[src/ldc_cfg.svh]
`ifndef LDC_CFG_SVH
`define LDC_CFG_SVH

// control byte layout
`define LDC_TYPE_BIT    7
`define LDC_BIAS_BIT    6
`define LDC_EN_BIT      0
`define LDC_CTRL_RST    8'h00

// panel geometry
`define LDC_NUM_COM     4
`define LDC_NUM_SEG     8
`define LDC_ADDR_W      3
`define LDC_PHASE_W     2
`define LDC_LAST_PHASE  2'h3

// lcd clock ticks per time division, and where type A inverts
`define LDC_DIV_TICKS   4
`define LDC_HALF_TICKS  2
`define LDC_CNT_W       2
`define LDC_LAST_TICK   2'h3
`define LDC_HALF_CNT    2'h2

`endif

[src/ldc_pkg.sv]
package ldc_pkg;

    typedef enum logic [1:0]
    {
        LDC_LVL_VSS = 2'h0,
        LDC_LVL_VC  = 2'h1,
        LDC_LVL_VB  = 2'h2,
        LDC_LVL_VA  = 2'h3
    } ldc_level_e;

    typedef enum logic
    {
        LDC_WAVE_A = 1'h0,
        LDC_WAVE_B = 1'h1
    } ldc_wave_e;

    typedef enum logic
    {
        LDC_BIAS_R = 1'h0,
        LDC_BIAS_C = 1'h1
    } ldc_bias_e;

    typedef enum logic
    {
        LDC_SEQ_HOLD = 1'h0,
        LDC_SEQ_RUN  = 1'h1
    } ldc_seq_e;

endpackage

[src/ldc_line_drv.sv]
`timescale 1ns/1ns
// one panel line: level from selection and polarity, 1/3 bias
module ldc_line_drv
(
    input  wire logic               active,
    input  wire logic               is_com,
    input  wire logic               positive,
    output ldc_pkg::ldc_level_e     level
);
    logic [1:0] pos_code;

    always_comb
    begin
        if (is_com)
            pos_code = active ? 2'h3 : 2'h1;
        else
            pos_code = active ? 2'h0 : 2'h2;
        // negative half mirrors the levels so the pixel sees no dc
        level = ldc_pkg::ldc_level_e'(positive ? pos_code : ~pos_code);
    end
endmodule // ldc_line_drv

[src/ldc_phase_seq.sv]
`timescale 1ns/1ns
`include "ldc_cfg.svh"
// time divisions, common phase and drive polarity
module ldc_phase_seq
(
    input  wire logic                     clk,
    input  wire logic                     reset_n,
    input  wire logic                     hold,
    input  wire logic                     wave_b,
    input  wire logic                     tick,
    output logic                          run,
    output logic [`LDC_PHASE_W-1:0]       phase,
    output logic                          positive
);
    ldc_pkg::ldc_seq_e          st_q, st_d;
    logic [`LDC_CNT_W-1:0]      cnt_q, cnt_d;
    logic [`LDC_PHASE_W-1:0]    phase_q, phase_d;
    logic                       frame_q, frame_d;

    always_comb
    begin
        st_d    = st_q;
        cnt_d   = cnt_q;
        phase_d = phase_q;
        frame_d = frame_q;
        case (st_q)
            ldc_pkg::LDC_SEQ_HOLD:
            begin
                if (!hold)
                    st_d = ldc_pkg::LDC_SEQ_RUN;
            end
            ldc_pkg::LDC_SEQ_RUN:
            begin
                if (tick)
                begin
                    cnt_d = cnt_q + 2'h1;
                    if (cnt_q == `LDC_LAST_TICK)
                    begin
                        phase_d = phase_q + 2'h1;
                        if (phase_q == `LDC_LAST_PHASE)
                            frame_d = ~frame_q;
                    end
                end
            end
            default:
                st_d = ldc_pkg::LDC_SEQ_HOLD;
        endcase
        if (hold)
        begin
            // restart at the first phase after lcd reset
            st_d    = ldc_pkg::LDC_SEQ_HOLD;
            cnt_d   = '0;
            phase_d = '0;
            frame_d = 1'h0;
        end
    end

    always_ff @(posedge clk or negedge reset_n)
    begin
        if (!reset_n)
        begin
            st_q    <= ldc_pkg::LDC_SEQ_HOLD;
            cnt_q   <= '0;
            phase_q <= '0;
            frame_q <= 1'h0;
        end
        else
        begin
            st_q    <= st_d;
            cnt_q   <= cnt_d;
            phase_q <= phase_d;
            frame_q <= frame_d;
        end
    end

    assign run   = (st_q == ldc_pkg::LDC_SEQ_RUN);
    assign phase = phase_q;
    // type a flips mid division, type b once per frame
    assign positive = wave_b ? ~frame_q : (cnt_q < `LDC_HALF_CNT);
endmodule // ldc_phase_seq

[src/ldc_display_ctrl.sv]
`timescale 1ns/1ns
`include "ldc_cfg.svh"
// What this block does
// - lcd reset is not-enabled or sleep
// - entering sleep resets lcd regardless of enable
// - clearing enable bit resets lcd
// - reset drives lines low, else normal
// - four commons, four divisions per frame
// - waveform scheme A or B selectable
// - scheme B gives lower drive frequency
// - bias kind resistor or capacitor selectable
// - zero net dc on every pixel
// - enable zero stops all driving signals
// - enable bit clear after power-on
// - segment state taken from display memory bit
// - control bit 7 selects waveform scheme
// - control bit 6 selects bias kind
// - control bit 0 is display enable
module ldc_display_ctrl
(
    input  wire logic                         clk,
    input  wire logic                         reset_n,
    input  wire logic [7:0]                   display_ctrl_first,
    input  wire logic                         sleep_mode,
    input  wire logic                         lcd_tick,
    input  wire logic                         mem_wr_en,
    input  wire logic [`LDC_ADDR_W-1:0]       mem_wr_addr,
    input  wire logic [`LDC_NUM_COM-1:0]      mem_wr_data,
    output logic [2*`LDC_NUM_COM-1:0]         com_level_q,
    output logic [2*`LDC_NUM_SEG-1:0]         seg_level_q,
    output logic                              bias_kind_q,
    output logic                              drive_on_q
);
    logic                       display_on_ctl_q, display_on_ctl_d;
    logic                       sleep_q, sleep_d;
    logic                       wave_q, wave_d;
    logic                       bias_kind_d;
    logic                       lcd_rst;
    logic                       run;
    logic                       positive;
    logic [`LDC_PHASE_W-1:0]    phase;
    logic [`LDC_NUM_COM-1:0]    mem_q [`LDC_NUM_SEG];
    logic [`LDC_NUM_COM-1:0]    mem_d [`LDC_NUM_SEG];
    logic [2*`LDC_NUM_COM-1:0]  com_level_d;
    logic [2*`LDC_NUM_SEG-1:0]  seg_level_d;
    logic                       drive_on_d;

    // control byte capture; enable clears at power-on
    always_comb
    begin
        display_on_ctl_d = display_ctrl_first[`LDC_EN_BIT];
        wave_d           = display_ctrl_first[`LDC_TYPE_BIT];
        bias_kind_d      = display_ctrl_first[`LDC_BIAS_BIT];
        sleep_d          = sleep_mode;
    end

    always_ff @(posedge clk or negedge reset_n)
    begin
        if (!reset_n)
        begin
            display_on_ctl_q <= 1'(`LDC_CTRL_RST >> `LDC_EN_BIT);
            wave_q           <= 1'(`LDC_CTRL_RST >> `LDC_TYPE_BIT);
            bias_kind_q      <= 1'(`LDC_CTRL_RST >> `LDC_BIAS_BIT);
            sleep_q          <= 1'h0;
        end
        else
        begin
            display_on_ctl_q <= display_on_ctl_d;
            wave_q           <= wave_d;
            bias_kind_q      <= bias_kind_d;
            sleep_q          <= sleep_d;
        end
    end

    // sleep wins over enable; clearing enable also resets
    assign lcd_rst = ~display_on_ctl_q | sleep_q;

    ldc_phase_seq u_seq
    (
        .clk      (clk),
        .reset_n  (reset_n),
        .hold     (lcd_rst),
        .wave_b   (wave_q == ldc_pkg::LDC_WAVE_B),
        .tick     (lcd_tick),
        .run      (run),
        .phase    (phase),
        .positive (positive)
    );

    // display memory: one row per segment, one bit per common
    genvar g;
    generate
        for (g = 0; g < `LDC_NUM_SEG; g++)
        begin : g_mem
            always_comb
            begin
                mem_d[g] = mem_q[g];
                if (mem_wr_en && (mem_wr_addr == `LDC_ADDR_W'(g)))
                    mem_d[g] = mem_wr_data;
            end

            always_ff @(posedge clk or negedge reset_n)
            begin
                if (!reset_n)
                    mem_q[g] <= '0;
                else
                    mem_q[g] <= mem_d[g];
            end
        end

        for (g = 0; g < `LDC_NUM_COM; g++)
        begin : g_com
            ldc_pkg::ldc_level_e lvl;
            ldc_line_drv u_drv
            (
                .active   (phase == `LDC_PHASE_W'(g)),
                .is_com   (1'h1),
                .positive (positive),
                .level    (lvl)
            );
            // lines held low while reset or idle
            assign com_level_d[2*g +: 2] = (lcd_rst || !run) ? 2'h0 : lvl;
        end

        for (g = 0; g < `LDC_NUM_SEG; g++)
        begin : g_seg
            ldc_pkg::ldc_level_e lvl;
            ldc_line_drv u_drv
            (
                .active   (mem_q[g][phase]),
                .is_com   (1'h0),
                .positive (positive),
                .level    (lvl)
            );
            assign seg_level_d[2*g +: 2] = (lcd_rst || !run) ? 2'h0 : lvl;
        end
    endgenerate

    assign drive_on_d = !lcd_rst && run;

    always_ff @(posedge clk or negedge reset_n)
    begin
        if (!reset_n)
        begin
            com_level_q <= '0;
            seg_level_q <= '0;
            drive_on_q  <= 1'h0;
        end
        else
        begin
            com_level_q <= com_level_d;
            seg_level_q <= seg_level_d;
            drive_on_q  <= drive_on_d;
        end
    end

    // helper: previous common phase for step checks
    logic [`LDC_PHASE_W-1:0] phase_prev_q;
    always_ff @(posedge clk or negedge reset_n)
    begin
        if (!reset_n)
            phase_prev_q <= '0;
        else
            phase_prev_q <= phase;
    end
endmodule // ldc_display_ctrl

[config.mk]
export PLATFORM = sky130hd
export DESIGN_NAME = ldc_display_ctrl
export DESIGN_NICKNAME = d
export VERILOG_FILES = /design/src/ldc_pkg.sv /design/src/ldc_line_drv.sv /design/src/ldc_phase_seq.sv /design/src/ldc_display_ctrl.sv
export VERILOG_INCLUDE_DIRS = /design/src
export SDC_FILE = /design/constraint.sdc
export NUM_CORES = 1
export LEC_CHECK = 0
export ABC_AREA = 1
export BUFFER_PORTS_ARGS = -buffer_cell sky130_fd_sc_hd__buf_2
export CAP_MARGIN = 25
export CORE_MARGIN = 1.5
export CORE_UTILIZATION = 47
export CTS_BUF_LIST = sky130_fd_sc_hd__clkbuf_2
export CTS_CLUSTER_SIZE = 12
export DETAILED_ROUTE_END_ITERATION = 8
export PLACE_DENSITY = 0.81
export RECOVER_POWER = 50
export REMOVE_ABC_BUFFERS = 1
export SYNTH_ARGS = -nofsm -noshare
export SYNTH_HDL_FRONTEND = slang
export SYNTH_SLANG_ARGS = --single-unit
[constraint.sdc]
create_clock -name clk -period 1.8 [get_ports clk]
set_clock_uncertainty 0.05 [all_clocks]
set_input_delay 0.18 -clock clk [delete_from_list [all_inputs] [get_ports clk]]
set_output_delay 0.18 -clock clk [all_outputs]
set_load 0.01 [all_outputs]
======== Yosys cells after proc, flatten, opt, wreduce, memory -nomap -nowiden ========
Cells that the tools add are included.
cells by class
  order comparisons ....................... 2
  reduce and logical (&&, ||, !) cells .... 21
  muxes and demuxes ....................... 66
  add/sub/neg operators ................... 2
  equality and inequality tests ........... 11
  bitwise gates (word level) .............. 15
operators with widths
  kind                                                        number
  two-way mux 2 bit                                           43
  NOT 2 bit                                                   12
  binary-select mux 1 bit (select 2 bit)                      8
  two-way mux 1 bit                                           15
  == test 3 bit, second input constant                        4
  logical AND 1 bit                                           9
  nonzero test 2 bit                                          4
  == test 2 bit, second input constant                        3
  == test 3 x 2 -> 1 bit, second input constant               2
  adder 2 x 1 -> 2 bit, second input constant                 2
  AND reduction 4 bit                                         1
  == test 3 x 1 -> 1 bit, second input constant               1
  logical NOT 3 bit                                           1
  less-than comparator 2 x 3 -> 1 bit, second input constant  1
  AND reduction 3 bit                                         1
  == test 2 x 1 -> 1 bit, second input constant               1
  logical NOT 1 bit                                           2
  logical NOT 2 bit                                           1
  less-than comparator 2 bit, second input constant           1
  NOT 1 bit                                                   2
  AND reduction 2 bit                                         1
  logical OR 1 bit                                            1
  OR 1 bit                                                    1
storage, ports and cells
  logic and storage cells ................. 136
  bits in registers ....................... 67
  output and inout bits ................... 26
  input bits .............................. 20

======== Depth between registers and ports, before layout ========
Gate-level depths: netlist of run 1.
  word-level depth ........................ 6
  depth in mapped cells ................... 8

======== Modules after synthesis ========
Synthesis of run 1 repeated with hierarchy kept, for this count alone.
unflattened totals
  cells, all modules ...................... 485
  area total of the unflattened synthesis .. 3468.3 sq um
by module, submodules not included
  module            seq. area each (sq um)  cells each  instances  area an instance (sq um)
  ldc_display_ctrl  1526.5                  328         1          2587.5
  ldc_line_drv      0.0                     10          12         46.3
  ldc_phase_seq     150.1                   37          1          325.3

======== Worst setup path before layout of run 1 ========
OpenSTA, ideal clock, no wires.
  path kind ............................... register to register
  start ................................... reg u_seq.phase_q[0] (netlist: u_seq.phase[0])
  end ..................................... reg u_seq.phase_q[1] (netlist: u_seq.phase[1])
  required time ........................... 1.630 ns
  stages on the path, launching flop included .. 7
  clock period less this slack ............ 1.261 ns
  arrival ................................. 1.091 ns
  library setup time ...................... 0.120 ns
  slack ................................... 0.539 ns
  path through ............................ dfrtp_1 -> buf_6 -> inv_6 -> buf_6 -> ha_1 -> nor2_1 -> nor2_1
between the ends
  word-level cells in the longest chain between the ends .. 5
RTL lines
  item                    line                 RTL
  start, declared         ldc_phase_seq.sv:17  logic [`LDC_PHASE_W-1:0] phase_q, phase_d;
  start signal, assigned  ldc_phase_seq.sv:71  phase_q <= phase_d;
  adder 2 x 1 -> 2 bit    ldc_phase_seq.sv:39  phase_d = phase_q + 2'h1;
  two-way mux 2 bit       ldc_phase_seq.sv:37  if (cnt_q == `LDC_LAST_TICK)
  two-way mux 2 bit       ldc_phase_seq.sv:34  if (tick)
  two-way mux 2 bit       ldc_phase_seq.sv:26  case (st_q)
  two-way mux 2 bit       ldc_phase_seq.sv:48  if (hold)
Every way passes these cells. The select of a mux whose other input is x is not followed.
A chain may end at the register's enable or synchronous reset.

======== Worst setup path in the final report of run 1 ========
  start ................................... reg u_seq.phase_q[0] (netlist: u_seq.phase[0])
  end ..................................... reg seg_level_q[11]
between the ends
  word-level cells in the longest chain between the ends .. 6
RTL lines
  item                                       line                     RTL
  binary-select mux 1 bit (select 2 bit) *   ldc_display_ctrl.sv:130  .active (mem_q[g][phase]),
  two-way mux 1 bit (not written as such) *  ldc_display_ctrl.sv:130
  two-way mux 2 bit *                        ldc_line_drv.sv:17       pos_code = active ? 2'h0 : 2'h2;
  NOT 2 bit                                  ldc_line_drv.sv:19       level = ldc_pkg::ldc_level_e'(positive ? pos_code : ~pos_code);
  two-way mux 2 bit *                        ldc_line_drv.sv:19
  two-way mux 2 bit *                        ldc_display_ctrl.sv:135  assign seg_level_d[2*g +: 2] = (lcd_rst || !run) ? 2'h0 : lvl;
  net seg_level_d[11]                        ldc_display_ctrl.sv:45   logic [2*`LDC_NUM_SEG-1:0] seg_level_d;
  end signal, assigned                       ldc_display_ctrl.sv:152  seg_level_q <= seg_level_d;
  end, declared                              ldc_display_ctrl.sv:30   output logic [2*`LDC_NUM_SEG-1:0] seg_level_q,
The timed path passes the listed nets; every way through them passes the cells marked *. The select of a mux whose other input is x is not followed.

==> flow_metrics.py, run 1 <==
metrics = {
    "route": {
        "drt_pass1_iterations": 4,
        "vias_per_cell": 4.901,
        "routed_wire_length_per_instance_um": 11.98,
        "detail-route-antenna-nets": 0,
        "route.detailed.drc": 0,
        "initialDrtViolationCount": 196,
        "totalWireLength_mm": 4.862,
        "num_vias": 1990,
    },
    "sta": {
        "finalHoldViolCount": 0,
        "finalCriticalPeriod_ps": 1450,
        "clock.fmax_ghz": 0.6898,
        "finalMaxSlewViolations": 0,
        "min_period_over_period": 0.8054,
        "max_slew.worst_pin.slew_ps": 1389,
        "setup_violations": 0,
        "rsz0062_at_grt": "no",
        "final.setup.tns_ps": 0,
        "maxSlewHeadroom": 0.07424,
    },
    "worst_setup_path": {
        "critPathRequiredTime_ps": 2090,
        "critical_path.max_fanout": 11,
        "crit_path_frequent_cell": "nand2_1",
        "critPathMaxStageDelay_ps": 660,
        "critPathArrivalTime_ps": 1740,
        "setup.worst_path.start_class": "register",
        "cpMaxStageDelayCell": "dfrtp_1",
        "cp_top_family": "flip-flops",
        "crit_chain": "buf_4, nand2_1, nand3_1, nand2_1, nand2_1, o21ai_1",
        "setup.worst_path.end_class": "register",
        "number_of_buffers_and_inverters_on_the_critical_path": 1,
        "worstSetupPathType": "register to register",
    },
    "cts": {
        "root_buffer": "clkbuf_2",
        "cts_made_buffers": 9,
        "tritoncts": "yes",
        "post_cts.repair.setup_buffers": 0,
        "post_cts_resize_count": 0,
        "clk_pin_slew_worst_paths_ps": 150,
        "worstSkewPairLatency_ps": 470,
        "cts_hold_buffers": 6,
        "numClockSinks": 57,
        "maximum_buffer_depth_of_the_clock_tree": 2,
        "cts-htree-levels": 3,
    },
    "power": {
        "cellLeakagePower_nw": 1.541,
        "p_int_w": 0.001797,
        "switching_share": 0.2851,
        "power.clock.fraction": 0.248,
        "power.net_switching_w": 0.0007166,
        "pwr_density_cell_mw_per_mm2": 878.1,
        "seqPwrFrac": 0.608,
        "irDropWorstVdd_mv": 0.4705,
        "combinational_share_of_power": 0.145,
    },
    "floorplanning": {
        "die_area_mm2": 0.005871,
        "chipWidth_um": 76.62,
        "rows": 26,
        "floorplan.io_pins": 46,
        "core_mm2": 0.005172,
        "initial_utilization": 0.4925,
        "floorplan.die.height_um": 76.62,
    },
    "finish": {
        "design_area_mm2": 0.002863,
        "post_layout_nonfiller_instances": 406,
        "fill_cells": 461,
        "share_of_post_route_cells_with_drive_strength_above_1": 0.1994,
        "layout.cells.most_common": "nand2_1",
        "mostFrequentLayoutCells": "99 x nand2_1, 57 x dfrtp_1, 39 x buf_2",
        "finalCoreUtilization": 0.5535,
        "flow.area_growth_from_synthesis_pct": 12.38,
        "design.final.nets": 357,
        "diodes": 0,
    },
    "logic_synthesis": {
        "synth_seq_area_share": 0.5599,
        "synth-seq-cells": 57,
        "post_synth_inst_count": 287,
        "synthesis.area_mm2": 0.002547,
        "yosysWarnings": 0,
        "yosys.cell_types.count": 21,
        "synth.avg_cell_area_um2": 8.876,
    },
    "place": {
        "dp_cells": 385,
        "io_buffers": 40,
        "finalWeightedCongestion": 0.7766,
        "postPlaceCellArea_mm2": 0.002745,
        "dp.final_hpwl_mm": 3.206,
    },
    "flow_run": {
        "cap_violations": 0,
    },
    "outcome": {
        "outcome": "completed",
    },
    "grt": {
        "antenna_violations_before_repair": 0,
        "vias_in_the_first_global_route": 1809,
        "grt_pass1_wl_mm": 8.362,
        "grt_start_max_net_pins": 35,
        "globalRouteOverflowTotal": 0,
        "grt.total_usage": 0.1863,
    },
    "worst_hold_path": {
        "min-delay-path-class": "input port to register",
    },
}
[synthesized netlist by cell type, drive strengths merged]
cell | number | area (um2)
buf | 15 | 125.1
dfrtp | 57 | 1426
ha | 5 | 62.56
o21ai | 37 | 185.2
nor2 | 17 | 88.84
nand3 | 22 | 115.1
nor3 | 1 | 16.27
a21oi | 6 | 30.03
inv | 23 | 91.34
xor2 | 1 | 8.760
a211oi | 1 | 7.510
nand2 | 102 | 390.4
[worst min-delay path, cell delays in order]
cell and delay [ps]:
buf_2 80, inv_1 120, a21oi_1 150
[area by class of cell]
class                      count  area, um2  area share
multi-input combinational    192      889.6      0.3108
tap                           70      87.58     0.03059
clock buffer                  14      70.07     0.02448
timing repair buffer          49      294.0      0.1027
inverter                      23      91.34     0.03191
sequential                    57       1426      0.4983
clock inverter                 1      3.754    0.001311
[power by group through the flow]
stage / clock network, W / registers (W) / logic (W)
after CTS: 0.000640 / 0.00153 / 0.000371
after global routing: 0.000698 / 0.00155 / 0.000427
after floorplan: 0 / 0.00155 / 0.000230
final: 0.000622 / 0.00153 / 0.000364
after detailed placement: 0 / 0.00155 / 0.000359
after global placement: 0 / 0.00154 / 0.000343
[sequential cells by signal, summed over array words and instances (netlist names)]
| signal | flops |
|---|---|
| bias_kind_q | 1 |
| u_seq.frame_q | 1 |
| mem_q | 32 |
| drive_on_q | 1 |
| u_seq.cnt_q | 2 |
| display_on_ctl_q | 1 |
| u_seq.phase | 2 |
| com_level_q | 5 |
| wave_q | 1 |
| u_seq.run | 1 |
| seg_level_q | 9 |
| sleep_q | 1 |
[through the flow]
| step | power (W) | setup WS (ps) | hold slack, ps |
|---|---|---|---|
| 6_report | 0.002514 | 350.3 | 36.05 |
| 5_1_grt | 0.002670 | 135.8 | 21.06 |
| 4_1_cts | 0.002538 | 362.6 | 8.522 |
| 3_5_place_dp | 0.001911 | 389.9 | 162.6 |
| 3_3_place_gp | 0.001886 | 402.9 | 145.7 |
| 2_1_floorplan | 0.001775 | 418.0 | -165.6 |
[routing by layer]
layer / wire [um] / global-route usage / part of all wire
met3: 311 / 0.06228 / 0.064
met1: 2232 / 0.2470 / 0.46
met4: 105 / 0.07778 / 0.022
met5: 0 / 0 / 0
met2: 2212 / 0.2804 / 0.45
[final timing paths]
kind	start	endpoint	cells after the start	slack [ps]
worst max-delay path	u_seq.phase[0]	seg_level_q[11]	6	350
worst min-delay path	mem_wr_data[1]	mem_q[1]	3	40
worst max register to register	u_seq.phase[0]	seg_level_q[11]	6	350
worst min register to register	mem_q[19]	mem_q[19]	2	450
max in group asynchronous	reset_n	seg_level_q[15]	2	380
min in group asynchronous	reset_n	seg_level_q[9]	2	500
[cell families after synthesis]
family / share of synthesized area
xor gates and xnor gates: 0.003439
AOI/OAI and AO/OA: 0.08742
DFF: 0.5599
and+or+nand+nor: 0.2397
adders and majority gates: 0.02456
buffers and inverters: 0.08497
No activity file was read; power rests on OpenSTA's default activity.
==> inputs of run 2 (changes only) <==
==> constraint.sdc (replaced) <==
create_clock -name clk -period 1.5 [get_ports clk]
set_clock_uncertainty 0.05 [all_clocks]
set_input_delay 0.15 -clock clk [delete_from_list [all_inputs] [get_ports clk]]
set_output_delay 0.15 -clock clk [all_outputs]
set_load 0.01 [all_outputs]
==> flow_metrics.py, run 2 (synthesis gave the netlist of run 1 again) <==
metrics = {
    "finish": {
        "share_of_post_route_cells_with_drive_strength_above_1": 0.2071,
        "mostFrequentLayoutCells": "99 x nand2_1, 57 x dfrtp_1, 39 x buf_2",
        "design.final.nets": 361,
        "fill_cells": 451,
        "top_register": "mem_q",
        "layout.cells.most_common": "nand2_1",
        "layout_top_registers": "mem_q (32), seg_level_q (9), com_level_q (5)",
        "diodes": 0,
        "largest_register_ffs": 32,
        "flow.area_growth_from_synthesis_pct": 13.26,
    },
    "place": {
        "finalWeightedCongestion": 0.7829,
        "io_buffers": 40,
        "dp.final_hpwl_mm": 3.315,
    },
    "cts": {
        "cts_made_buffers": 9,
        "maximum_buffer_depth_of_the_clock_tree": 2,
        "root_buffer": "clkbuf_2",
        "clk_pin_slew_worst_paths_ps": 150,
        "post_cts_resize_count": 0,
        "tritoncts": "yes",
        "cts-htree-levels": 3,
        "numClockSinks": 57,
        "worstSkewPairLatency_ps": 470,
    },
    "route": {
        "num_vias": 1997,
        "totalWireLength_mm": 4.897,
        "initialDrtViolationCount": 151,
        "route.detailed.drc": 0,
        "routed_wire_length_per_instance_um": 12.00,
        "vias_per_cell": 4.895,
        "detail-route-antenna-nets": 0,
        "drt_pass1_iterations": 4,
    },
    "worst_setup_path": {
        "cp_top_family": "flip-flops",
        "critPathArrivalTime_ps": 1610,
        "setup.worst_path.start_class": "register",
        "crit_chain": "inv_2, buf_4, nand3_1, nand2_1, nand2_1, nand2_1, inv_1",
        "reg2reg_slack_ps": 200,
        "rr_startpoint": "u_seq.phase[1]",
        "reg2regPathDepth": 7,
        "setup.worst_path.end_class": "register",
        "crit_path_frequent_cell": "nand2_1",
        "worstSetupPathType": "register to register",
        "critPathMaxStageDelay_ps": 510,
        "reg2reg_capture_point": "seg_level_q[5]",
        "critical_path.max_fanout": 7,
        "critPathRequiredTime_ps": 1810,
        "cpMaxStageDelayCell": "dfrtp_1",
        "number_of_buffers_and_inverters_on_the_critical_path": 3,
    },
    "worst_hold_path": {
        "min_to": "mem_q[1]",
        "hold_start": "mem_wr_data[1]",
        "min-delay-path-class": "input port to register",
        "hold-path-cell-count": 3,
    },
    "sta": {
        "finalHoldViolCount": 0,
        "max_slew.worst_pin.slew_ps": 788.2,
        "final.setup.tns_ps": 0,
        "maxSlewHeadroom": 0.4745,
        "clock.fmax_ghz": 0.7716,
        "finalCriticalPeriod_ps": 1296,
        "finalMaxSlewViolations": 0,
        "min_period_over_period": 0.8640,
        "setup_violations": 0,
        "rsz0062_at_grt": "no",
    },
    "grt": {
        "vias_in_the_first_global_route": 1875,
        "antenna_violations_before_repair": 0,
        "grt_start_max_net_pins": 28,
        "grt.total_usage": 0.1861,
        "globalRouteOverflowTotal": 0,
        "grt_pass1_wl_mm": 8.418,
    },
    "floorplanning": {
        "rows": 26,
        "floorplan.die.height_um": 76.62,
        "floorplan.io_pins": 46,
        "initial_utilization": 0.4925,
        "chipWidth_um": 76.62,
        "die_area_mm2": 0.005871,
        "core_mm2": 0.005172,
    },
    "power": {
        "power.total_w": 0.002973,
        "pwr_density_cell_mw_per_mm2": 1030,
        "irDropWorstVdd_mv": 0.6144,
        "cellLeakagePower_nw": 1.545,
    },
    "flow_run": {
        "cap_violations": 0,
    },
    "outcome": {
        "outcome": "completed",
    },
}
[run 2: cell types whose count changed in the layout (fill, tap and decap cells not counted)]
| cell | delta |
|---|---|
| buf_4 | +2 |
| clkbuf_2 | -2 |
| nor2_1 | -2 |
| nor2_4 | +2 |
| buf_12 | -1 |
| clkbuf_4 | +1 |
| clkinv_2 | +1 |
| dlygate4sd3_1 | +1 |
[run 2: final cells by class]
cell class,instances,area [um2],area share
repair buffers,53,311.5,0.1080
well taps,70,87.58,0.03036
multi-input cells,192,904.6,0.3135
clock buffers,11,55.05,0.01908
clock inverters,2,8.758,0.003036
inverters,23,91.34,0.03166
flip-flops and latches,57,1426,0.4944
[run 2: timing repair]
item	CTS	global route
endpoints found under the hold margin	64	0
hold buffers	7	0
buffers inserted	0	0
[run 2: worst reg2reg max path: cells and delay by family, from the launching register on]
| kind | cells | cell delay, ps |
|---|---|---|
| buf+inv | 3 | 320 |
| flops | 1 | 510 |
| simple gates | 4 | 330 |
[run 2: worst max path at each step]
| stage | from | endpoint | depth (start not counted) |
|---|---|---|---|
| 4_1_cts | u_seq.phase[1] | seg_level_q[5] | 7 |
| 2_1_floorplan | u_seq.phase[0] | u_seq.phase[1] | 4 |
| 5_1_grt | reset_n | mem_q[24] | 3 |
| 3_5_place_dp | u_seq.phase[1] | seg_level_q[5] | 7 |
| 3_3_place_gp | u_seq.phase[0] | seg_level_q[1] | 7 |
| 6_report | u_seq.phase[1] | seg_level_q[5] | 7 |
[run 2: stage by stage]
stage	hold WS, ps	instance area [um2]	setup WS, ps	std cells	utilization
2_1_floorplan	-195.6	2422	118.0	272	-
3_3_place_gp	30.16	2768	272.8	388	0.5351
3_5_place_dp	33.28	2768	228.0	388	0.5351
4_1_cts	2.094	2902	189.4	408	0.5610
5_1_grt	25.91	2885	82.60	408	0.5578
6_report	4.881	2885	203.9	408	0.5578
[run 2: routing by layer]
layer,global-route usage,vias to the layer above,part of all wire,wire [um]
met5,0,-,0,0
met4,0.09815,0,0.021,101
met3,0.05150,9,0.054,263
met2,0.2911,57,0.46,2242
met1,0.2354,928,0.47,2290
li1,-,1003,-,-
[run 2: where the power goes]
group	internal (W)	total [W]	switching [W]
clock	0.000198	0.000699	0.000501
combinational	0.000184	0.000444	0.000261
sequential	0.00173	0.00183	0.0000984
